**config.mk**
```make
export PLATFORM = sky130hd
export DESIGN_NAME = serial_status_regs
export DESIGN_NICKNAME = d
export VERILOG_FILES = /design/src/rtl/sreg_pkg.sv /design/src/rtl/serial_status_regs.sv
export SDC_FILE = /design/constraint.sdc
export NUM_CORES = 1
export LEC_CHECK = 0
export BUFFER_PORTS_ARGS = -buffer_cell sky130_fd_sc_hd__buf_2
export CELL_PAD_IN_SITES_DETAIL_PLACEMENT = 1
export CELL_PAD_IN_SITES_GLOBAL_PLACEMENT = 1
export CORE_MARGIN = 4
export CORE_UTILIZATION = 39
export DETAILED_ROUTE_END_ITERATION = 6
export MAX_ROUTING_LAYER = met4
export PLACE_DENSITY = 0.85
export REMOVE_ABC_BUFFERS = 1
export SETUP_SLACK_MARGIN = 0.2
export SKIP_CTS_REPAIR_TIMING = 1
export SLEW_MARGIN = 20
export SYNTH_ARGS = -nofsm -noshare
export SYNTH_HDL_FRONTEND = slang
export SYNTH_SLANG_ARGS = --single-unit
```
**constraint.sdc**
```tcl
create_clock -name pclk -period 2.5 [get_ports pclk]
set_input_delay 0.5 -clock pclk [delete_from_list [all_inputs] [get_ports pclk]]
set_output_delay 0.5 -clock pclk [all_outputs]
set_load 0.02 [all_outputs]
```
**src/rtl/sreg_pkg.sv**
```systemverilog
package sreg_pkg;
	// Register indices; printed offsets are not multiples of four, so byte address is index*4
	localparam logic [2:0] IDX_CTRL1 = 3'h0;
	localparam logic [2:0] IDX_CTRL2 = 3'h1;
	localparam logic [2:0] IDX_ICTRL = 3'h2;
	localparam logic [2:0] IDX_STATUS = 3'h3;
	localparam logic [2:0] IDX_DATA = 3'h4;
	localparam logic [2:0] IDX_POLY = 3'h5;
	localparam logic [2:0] IDX_RECEIVE_CRC_VALUE = 3'h6;
	localparam logic [2:0] IDX_TRANSMIT_CRC_VALUE = 3'h7;
	localparam logic [7:0] RST_CTRL = 8'h00;
	localparam logic [7:0] RST_STATUS = 8'h02;
	localparam logic [7:0] RST_DATA = 8'h00;
	localparam logic [7:0] RST_POLY = 8'h07;
	localparam logic [7:0] RST_CRC = 8'h00;
	// Status bit positions
	localparam int SB_BUSY = 7;
	localparam int SB_OVR = 6;
	localparam int SB_MODE_FAULT_FLAG = 5;
	localparam int SB_CRC_ERROR_FLAG = 4;
	localparam int SB_WAKE = 3;
	localparam int SB_TXE = 1;
	localparam int SB_RX_NOT_EMPTY_FLAG = 0;
	// Control one / control two / interrupt control bit positions
	localparam int CB_CRC_ENABLE = 5;
	localparam int CB_CPHA = 0;
	localparam int CB_MASTER = 2;
	localparam int IB_ERROR_IRQ_ENABLE = 5;
	localparam int IB_WAKEUP_IRQ_ENABLE = 4;
	localparam int IB_TXDMA = 1;
	localparam int IB_RXDMA = 0;
	localparam logic [7:0] ICTRL_MASK = 8'hF3;
	localparam logic [7:0] CTRL2_MASK = 8'hFF;
endpackage

```
**src/rtl/serial_status_regs.sv**
```systemverilog
// Decided for this implementation: the APB register port.
`timescale 1ns/1ns
// Summary of operation
// - Busy flag follows engine activity, read only
// - Overrun and mode fault sticky until cleared
// - Set CRC error on received CRC mismatch
// - CRC error cleared only by writing 0
// - Wakeup set on first sampling edge halted, in slave mode only
// - Wakeup cleared by software writing 0
// - Empty and not-empty flags track buffers
// - Status resets to 0x02 at offset 3
// - Data write loads transmit buffer only
// - Data read returns receive buffer
// - Data register offset 4, reset 0x00
// - Polynomial register offset 5, reset 0x07
// - Receive CRC accumulates received bytes when enabled
// - Writing crc_enable one clears receive CRC
// - Transmit CRC accumulates sent bytes when enabled
// - Writing crc_enable one clears transmit CRC
// - CRC computed bitwise with current polynomial
// - crc_enable switches CRC calculation on/off
// - Error flags request interrupt when enabled
// - Wakeup flag requests interrupt when enabled
// - Transmit DMA request while transmit empty
module serial_status_regs
	import sreg_pkg::*;
(
	input wire logic pclk, // System clock
	input wire logic presetn, // Async reset, active low
	input wire logic psel, // APB select
	input wire logic penable, // APB enable
	input wire logic pwrite, // APB direction
	input wire logic [31:0] paddr, // APB byte address
	input wire logic [31:0] pwdata, // APB write data
	output logic [31:0] prdata, // APB read data
	output logic pready, // APB ready
	output logic pslverr, // APB error, unmapped address
	input wire logic eng_busy, // Engine transfer in progress
	input wire logic ovr_set, // Overrun event pulse
	input wire logic mode_fault_flag_set, // Mode fault event pulse
	input wire logic rx_valid, // Received byte strobe
	input wire logic [7:0] rx_byte, // Received byte
	input wire logic rx_is_crc, // Received byte is the CRC byte
	input wire logic tx_take, // Engine takes transmit byte
	input wire logic tx_bit_valid, // Transmitted bit strobe
	input wire logic tx_bit, // Transmitted bit
	input wire logic rx_bit_valid, // Received bit strobe
	input wire logic rx_bit, // Received bit
	input wire logic halted, // Chip in halt, async source
	input wire logic sck_pin, // Serial clock pin, async
	output logic [7:0] tx_byte, // Pending transmit byte
	output logic [7:0] ctrl_one, // Control one to engine
	output logic [7:0] ctrl_two, // Control two to engine
	output logic crc_on, // CRC calculation enabled
	output logic err_irq, // Error interrupt request
	output logic wake_irq, // Wakeup interrupt request
	output logic tx_dma_req, // Transmit DMA request
	output logic rx_dma_req // Receive DMA request
);
	logic [7:0] ctrl1_r;
	logic [7:0] ctrl2_r;
	logic [7:0] ictrl_r;
	logic [7:0] poly_r;
	logic [7:0] txbuf_r;
	logic [7:0] rxbuf_r;
	logic [7:0] receive_crc_value_r;
	logic [7:0] transmit_crc_value_r;
	logic busy_r;
	logic ovr_r;
	logic mode_fault_flag_r;
	logic crc_error_flag_r;
	logic wake_r;
	logic txe_r;
	logic rx_not_empty_flag_r;
	logic [1:0] sck_s_r;
	logic [1:0] halt_s_r;
	logic sck_prev_r;
	logic wake_armed_r;
	logic [31:0] prdata_r;
	logic pready_r;
	logic pslverr_r;
	logic err_irq_r;
	logic wake_irq_r;
	logic txdma_r;
	logic rxdma_r;
	logic status_rd_seen_r;

	// One shift of the serial CRC, most significant bit first
	function automatic logic [7:0] crc_step(input logic [7:0] crc, input logic din,
		input logic [7:0] poly);
		logic fb;
		fb = crc[7] ^ din;
		crc_step = fb ? ({crc[6:0], 1'b0} ^ poly) : {crc[6:0], 1'b0};
	endfunction

	// Only aligned words inside the eight-register window answer
	function automatic logic addr_ok(input logic [31:0] a);
		addr_ok = (a[31:5] == 27'h0) && (a[1:0] == 2'b00);
	endfunction

	logic setup;
	logic wr_acc;
	logic rd_acc;
	logic mapped;
	logic [2:0] idx;
	assign idx = paddr[4:2];
	assign mapped = addr_ok(paddr);
	// Single-cycle answer: pready rises in the access phase
	assign setup = psel && !penable;
	assign wr_acc = psel && penable && pready_r && pwrite && mapped;
	assign rd_acc = psel && penable && pready_r && !pwrite && mapped;

	logic wr_status;
	logic wr_data;
	logic wr_crcen1;
	logic rd_data;
	assign wr_status = wr_acc && idx == IDX_STATUS;
	assign wr_data = wr_acc && idx == IDX_DATA;
	assign rd_data = rd_acc && idx == IDX_DATA;
	assign wr_crcen1 = wr_acc && idx == IDX_CTRL2 && pwdata[CB_CRC_ENABLE];

	always_ff @(posedge pclk or negedge presetn) begin
		if (!presetn) begin
			pready_r <= 1'b0;
			pslverr_r <= 1'b0;
		end else begin
			pready_r <= setup;
			pslverr_r <= setup && !addr_ok(paddr);
		end
	end

	// Captured in setup so the word stands with pready
	always_ff @(posedge pclk or negedge presetn) begin
		if (!presetn) begin
			prdata_r <= 32'h0;
		end else begin
			if (setup && !pwrite) begin
				case (idx)
					IDX_CTRL1: prdata_r <= {24'h0, ctrl1_r};
					IDX_CTRL2: prdata_r <= {24'h0, ctrl2_r};
					IDX_ICTRL: prdata_r <= {24'h0, ictrl_r};
					IDX_STATUS: prdata_r <= {24'h0, busy_r, ovr_r, mode_fault_flag_r, crc_error_flag_r,
						wake_r, 1'b0, txe_r, rx_not_empty_flag_r};
					IDX_DATA: prdata_r <= {24'h0, rxbuf_r};
					IDX_POLY: prdata_r <= {24'h0, poly_r};
					IDX_RECEIVE_CRC_VALUE: prdata_r <= {24'h0, receive_crc_value_r};
					IDX_TRANSMIT_CRC_VALUE: prdata_r <= {24'h0, transmit_crc_value_r};
					default: prdata_r <= 32'h0;
				endcase
				if (!mapped) begin
					prdata_r <= 32'h0;
				end
			end
		end
	end

	always_ff @(posedge pclk or negedge presetn) begin
		if (!presetn) begin
			ctrl1_r <= RST_CTRL;
		end else if (wr_acc && idx == IDX_CTRL1) begin
			ctrl1_r <= pwdata[7:0];
		end
	end

	always_ff @(posedge pclk or negedge presetn) begin
		if (!presetn) begin
			ctrl2_r <= RST_CTRL;
		end else if (wr_acc && idx == IDX_CTRL2) begin
			ctrl2_r <= pwdata[7:0] & CTRL2_MASK;
		end
	end

	// Reserved enable bits masked so they read zero
	always_ff @(posedge pclk or negedge presetn) begin
		if (!presetn) begin
			ictrl_r <= RST_CTRL;
		end else if (wr_acc && idx == IDX_ICTRL) begin
			ictrl_r <= pwdata[7:0] & ICTRL_MASK;
		end
	end

	always_ff @(posedge pclk or negedge presetn) begin
		if (!presetn) begin
			poly_r <= RST_POLY;
		end else if (wr_acc && idx == IDX_POLY) begin
			poly_r <= pwdata[7:0];
		end
	end

	// Transmit buffer; receive side untouched by writes
	always_ff @(posedge pclk or negedge presetn) begin
		if (!presetn) begin
			txbuf_r <= RST_DATA;
			txe_r <= 1'b1;
		end else if (wr_data) begin
			txbuf_r <= pwdata[7:0];
			txe_r <= 1'b0;
		end else if (tx_take) begin
			txe_r <= 1'b1;
		end
	end

	// Receive buffer; a new byte wins over a same-cycle read
	always_ff @(posedge pclk or negedge presetn) begin
		if (!presetn) begin
			rxbuf_r <= RST_DATA;
			rx_not_empty_flag_r <= 1'b0;
		end else if (rx_valid && !rx_is_crc) begin
			rxbuf_r <= rx_byte;
			rx_not_empty_flag_r <= 1'b1;
		end else if (rd_data) begin
			rx_not_empty_flag_r <= 1'b0;
		end
	end

	always_ff @(posedge pclk or negedge presetn) begin
		if (!presetn) begin
			busy_r <= 1'b0;
		end else begin
			busy_r <= eng_busy;
		end
	end

	// Clear sequence: status read, then data access
	always_ff @(posedge pclk or negedge presetn) begin
		if (!presetn) begin
			status_rd_seen_r <= 1'b0;
		end else if (rd_acc) begin
			status_rd_seen_r <= (idx == IDX_STATUS);
		end else if (wr_acc) begin
			status_rd_seen_r <= 1'b0;
		end
	end

	logic seq_clear;
	assign seq_clear = status_rd_seen_r && (rd_data || wr_data);

	// Set has priority so an event during the clear sequence survives
	always_ff @(posedge pclk or negedge presetn) begin
		if (!presetn) begin
			ovr_r <= 1'b0;
		end else if (ovr_set) begin
			ovr_r <= 1'b1;
		end else if (seq_clear) begin
			ovr_r <= 1'b0;
		end
	end

	always_ff @(posedge pclk or negedge presetn) begin
		if (!presetn) begin
			mode_fault_flag_r <= 1'b0;
		end else if (mode_fault_flag_set) begin
			mode_fault_flag_r <= 1'b1;
		end else if (seq_clear) begin
			mode_fault_flag_r <= 1'b0;
		end
	end

	logic crc_mismatch;
	assign crc_mismatch = rx_valid && rx_is_crc && ctrl2_r[CB_CRC_ENABLE] && (rx_byte != receive_crc_value_r);

	always_ff @(posedge pclk or negedge presetn) begin
		if (!presetn) begin
			crc_error_flag_r <= 1'b0;
		end else if (crc_mismatch) begin
			crc_error_flag_r <= 1'b1;
		end else if (wr_status && !pwdata[SB_CRC_ERROR_FLAG]) begin
			crc_error_flag_r <= 1'b0;
		end
	end

	// Halt and clock pin are foreign, so synchronise both
	// Reset level matches the idle pin, so no false edge after reset
	always_ff @(posedge pclk or negedge presetn) begin
		if (!presetn) begin
			sck_s_r <= 2'b00;
			sck_prev_r <= 1'b0;
		end else begin
			sck_s_r <= {sck_s_r[0], sck_pin};
			sck_prev_r <= sck_s_r[1];
		end
	end

	always_ff @(posedge pclk or negedge presetn) begin
		if (!presetn) begin
			halt_s_r <= 2'b00;
		end else begin
			halt_s_r <= {halt_s_r[0], halted};
		end
	end

	// Sampling edge: first edge for phase 0, second for phase 1
	logic sck_edge;
	logic slave_halted;
	assign sck_edge = sck_s_r[1] != sck_prev_r;
	assign slave_halted = halt_s_r[1] && !ctrl1_r[CB_MASTER];

	always_ff @(posedge pclk or negedge presetn) begin
		if (!presetn) begin
			wake_armed_r <= 1'b0;
			wake_r <= 1'b0;
		end else begin
			if (!slave_halted) begin
				wake_armed_r <= 1'b0;
			end else if (sck_edge) begin
				wake_armed_r <= 1'b1;
			end
			if (slave_halted && sck_edge && (!ctrl1_r[CB_CPHA] || wake_armed_r)) begin
				wake_r <= 1'b1;
			end else if (wr_status && !pwdata[SB_WAKE]) begin
				wake_r <= 1'b0;
			end
		end
	end

	// Accumulators restart on every write of crc_enable as one
	always_ff @(posedge pclk or negedge presetn) begin
		if (!presetn) begin
			receive_crc_value_r <= RST_CRC;
		end else if (wr_crcen1) begin
			receive_crc_value_r <= RST_CRC;
		end else if (ctrl2_r[CB_CRC_ENABLE] && rx_bit_valid && !rx_is_crc) begin
			receive_crc_value_r <= crc_step(receive_crc_value_r, rx_bit, poly_r);
		end
	end

	always_ff @(posedge pclk or negedge presetn) begin
		if (!presetn) begin
			transmit_crc_value_r <= RST_CRC;
		end else if (wr_crcen1) begin
			transmit_crc_value_r <= RST_CRC;
		end else if (ctrl2_r[CB_CRC_ENABLE] && tx_bit_valid) begin
			transmit_crc_value_r <= crc_step(transmit_crc_value_r, tx_bit, poly_r);
		end
	end

	// Requests are registered, so they trail the flags by a cycle
	always_ff @(posedge pclk or negedge presetn) begin
		if (!presetn) begin
			err_irq_r <= 1'b0;
		end else begin
			err_irq_r <= ictrl_r[IB_ERROR_IRQ_ENABLE] && (crc_error_flag_r || ovr_r || mode_fault_flag_r);
		end
	end

	always_ff @(posedge pclk or negedge presetn) begin
		if (!presetn) begin
			wake_irq_r <= 1'b0;
		end else begin
			wake_irq_r <= ictrl_r[IB_WAKEUP_IRQ_ENABLE] && wake_r;
		end
	end

	always_ff @(posedge pclk or negedge presetn) begin
		if (!presetn) begin
			txdma_r <= 1'b0;
		end else begin
			txdma_r <= ictrl_r[IB_TXDMA] && txe_r;
		end
	end

	always_ff @(posedge pclk or negedge presetn) begin
		if (!presetn) begin
			rxdma_r <= 1'b0;
		end else begin
			rxdma_r <= ictrl_r[IB_RXDMA] && rx_not_empty_flag_r;
		end
	end

	assign prdata = prdata_r;
	assign pready = pready_r;
	assign pslverr = pslverr_r;
	assign tx_byte = txbuf_r;
	assign ctrl_one = ctrl1_r;
	assign ctrl_two = ctrl2_r;
	assign crc_on = ctrl2_r[CB_CRC_ENABLE];
	assign err_irq = err_irq_r;
	assign wake_irq = wake_irq_r;
	assign tx_dma_req = txdma_r;
	assign rx_dma_req = rxdma_r;
endmodule

```
==> metrics.yaml <==
yosys-top-cells-count: "dfrtp_1, mux2_2, nor2_1"
yosys_warnings: 0
met1_usage_pct: 25.8
place_area_um2: 5410
ios: 152
portBuffers: 103
maxCapViolCount: 0
synth_area_leaders: "dfrtp_1, mux2_2, nor4_4, buf_4, mux2i_1"
grt_use_met2_pct: 39.0
place_congestion: 0.871
grt_pass1_wl_mm: 23.3
dpl_worst_slack_ns: 0.156
antenna_found_initial: 0
async_flop_share_pct: 100
cts_tree: "done"
start_util_pct: 40.6
synthFlopType: "dfrtp_1"
clk_pin_slew_ns: 0.07
crit_path_end_kind: "flop"
drive_gt1_share_pct: 39.2
ys_ff_latch: 90
status: "finished clean"
routed_wl_mm: 14.4
fin_skew_ns: 0.00910
rows: 39
ant_nets: 0
cts_buffer_depth: 2
drtIter0Drc: 169
synth_edf_count: 0
synth_area_per_cell_um2: 11.7
fin_tns_setup_ns: 0
fin_crit_sh_pct: 79.4
cts_buffers: 9
grt_max_degree: 40
synth_top_area_cell: "dfrtp_1"
remaining_drc_errors: 0
grt_use_total_pct: 22.0
crit_family: "simple AND/OR/NAND/NOR gates"
clk_latency_ns: 0.35
met3_usage_pct: 4.23
slew_headroom_pct: 54.9
htree_levels: 3
cts_sinks: 90
top_usage_layer: "met2"
crit_top_cell: "nor4_4"
ir_drop_mv: 0.304
crit_arrival_ns: 2.21
crit_buf_inv: 2
cp_slowest_cell: "nor4_4"
dp_hpwl_mm: 10.6
fin_nets: 607
wl_per_cell_um: 21.6
die_y_um: 118
drt-vias-per-instance: 5.51
design.core.area_um2: 11600
die_w_um: 118
worst_pin_slew_ns: 0.674
required_ns: 2.73
synth.distinct_cells: 56
timing.final.hold_violations: 0
syn_area_um2: 4720
worstSetupPathType: "input port to flop"
finalInstanceArea_um2: 5710
die-area_um2: 13900
yosysMostFrequentCell: "dfrtp_1"
rsz0062_at_grt: "false"
fin_ws_ns: 0.516
vias: 3667
grt_pass1_vias: 4099
fillers: 1291
yosys.area.top_type_share_pct: 45.6
setup_violations: 0
fin_crit_ns: 1.98
area_growth_pct: 21.0
p_per_area_nw_per_um2: 557
slew_violations: 0
cts-root-buf: "clkbuf_16"
start_kind: "input port"
hold_class: "input port to async pin"
slowest_delay_ns: 0.37
yosysSeqAreaShare_pct: 47.8
firstDrtPassIters: 4
power_leakage_nw: 2.77
cp_cell_sequence: "buf_2, nor4_4, nand4_4, nor4_4, buf_4, mux2_2"
synthCells: 405
hold_slack_ns: 0.134
max_freq_mhz: 504
n_antenna_cell: 0
cp_max_fo: 10
grt.overflow.total: 0
-- layout make-up --
cell class	count	area, µm²	share of cell area, %
inverter	6	22.5	0.395
clock buffer	11	233	4.08
tap	143	179	3.13
clock inverter	5	62.6	1.10
timing repair buffer	123	693	12.1
multi-input combinational	288	2260	39.6
sequential	90	2260	39.5
-- where the power goes --
group          internal, mW  switching, mW  total, mW
Combinational         0.106          0.192      0.298
Clock                 0.782          0.601       1.38
Sequential             1.48         0.0151       1.50
Total                  2.37          0.808       3.18
-- placed cells by master (no fill, tap or decap), types with 2 or more instances in the layout --
cell type,Yosys,final
nor2_1,32,32
nor4_4,10,10
a211oi_1,18,18
and2_1,5,5
mux2i_1,16,16
dfrtp_1,86,86
buf_2,1,102
clkbuf_1,16,2
nand3_1,6,6
nand4_4,2,2
xor2_1,16,16
nand2_1,27,27
dfstp_2,4,4
nand2b_1,4,4
clkbuf_16,0,9
conb_1,1,24
mux2_4,8,8
xnor2_1,8,8
o41ai_1,3,3
buf_4,26,19
nand4_1,2,2
nor3_1,4,4
o22ai_1,6,6
mux2_1,2,2
o21a_1,2,2
a221oi_1,3,3
o31ai_1,4,4
clkinvlp_4,0,2
o21ai_0,6,6
nor3b_1,5,5
a21oi_1,6,6
nor2b_1,7,7
buf_12,0,2
o21bai_1,3,3
inv_1,6,6
mux2_2,37,37
-- per-layer routing --
metal,part of all wire (%),wire length [µm]
met1,40,5760
met2,54,7720
met3,5.3,757
met4,1.0,144
met5,0,0
-- through the flow --
step	utilization, %	cells	power [mW]
2_1_floorplan	-	384	1.64
3_3_place_gp	46.6	650	1.81
3_5_place_dp	46.6	650	1.82
4_1_cts	49.1	666	3.20
5_1_grt	49.1	666	3.30
6_report	49.1	666	3.18
-- worst register-to-register path, stage by stage, from the launching register on --
cell,delay [ns]
dfrtp_1,0.37
nand4_2,0.15
or4_4,0.47
nor3_2,0.13
buf_4,0.23
mux2_2,0.36
-- logic make-up after synthesis --
group	count (synthesis)	synth area share, %
flip-flops	90	47.8
buffers and inverters	50	6.07
AO/OA/AOI/OAI	61	9.15
AND/OR/NAND/NOR	115	16.7
multiplexers	64	15.7
other	1	0.0795
XOR/XNOR	24	4.46
-- registers in the layout, summed over array words and instances (netlist names), 2 cells and up --
signal and flops:
ctrl_two 8, halt_s_r 2, tx_byte 8, transmit_crc_value_r 8, sck_s_r 2, receive_crc_value_r 8, prdata 8, poly_r 8
ctrl_one 8, ictrl_r 6, rxbuf_r 8
-- path summary, 6_finish.rpt --
path	depth (start not counted)	slack (ns)	startpoint	end
worst max-delay path	6	0.52	paddr[13]	poly_r[5]
max in group asynchronous	2	1.70	presetn	poly_r[2]
worst min register to register	0	0.35	halt_s_r[0]	halt_s_r[1]
worst max register to register	5	0.67	pready	ctrl_two[2]
min in group pclk	1	0.26	halted	halt_s_r[0]
worst min-delay path	1	0.13	presetn	ctrl_one[6]
(Power assumes the default switching activity.)
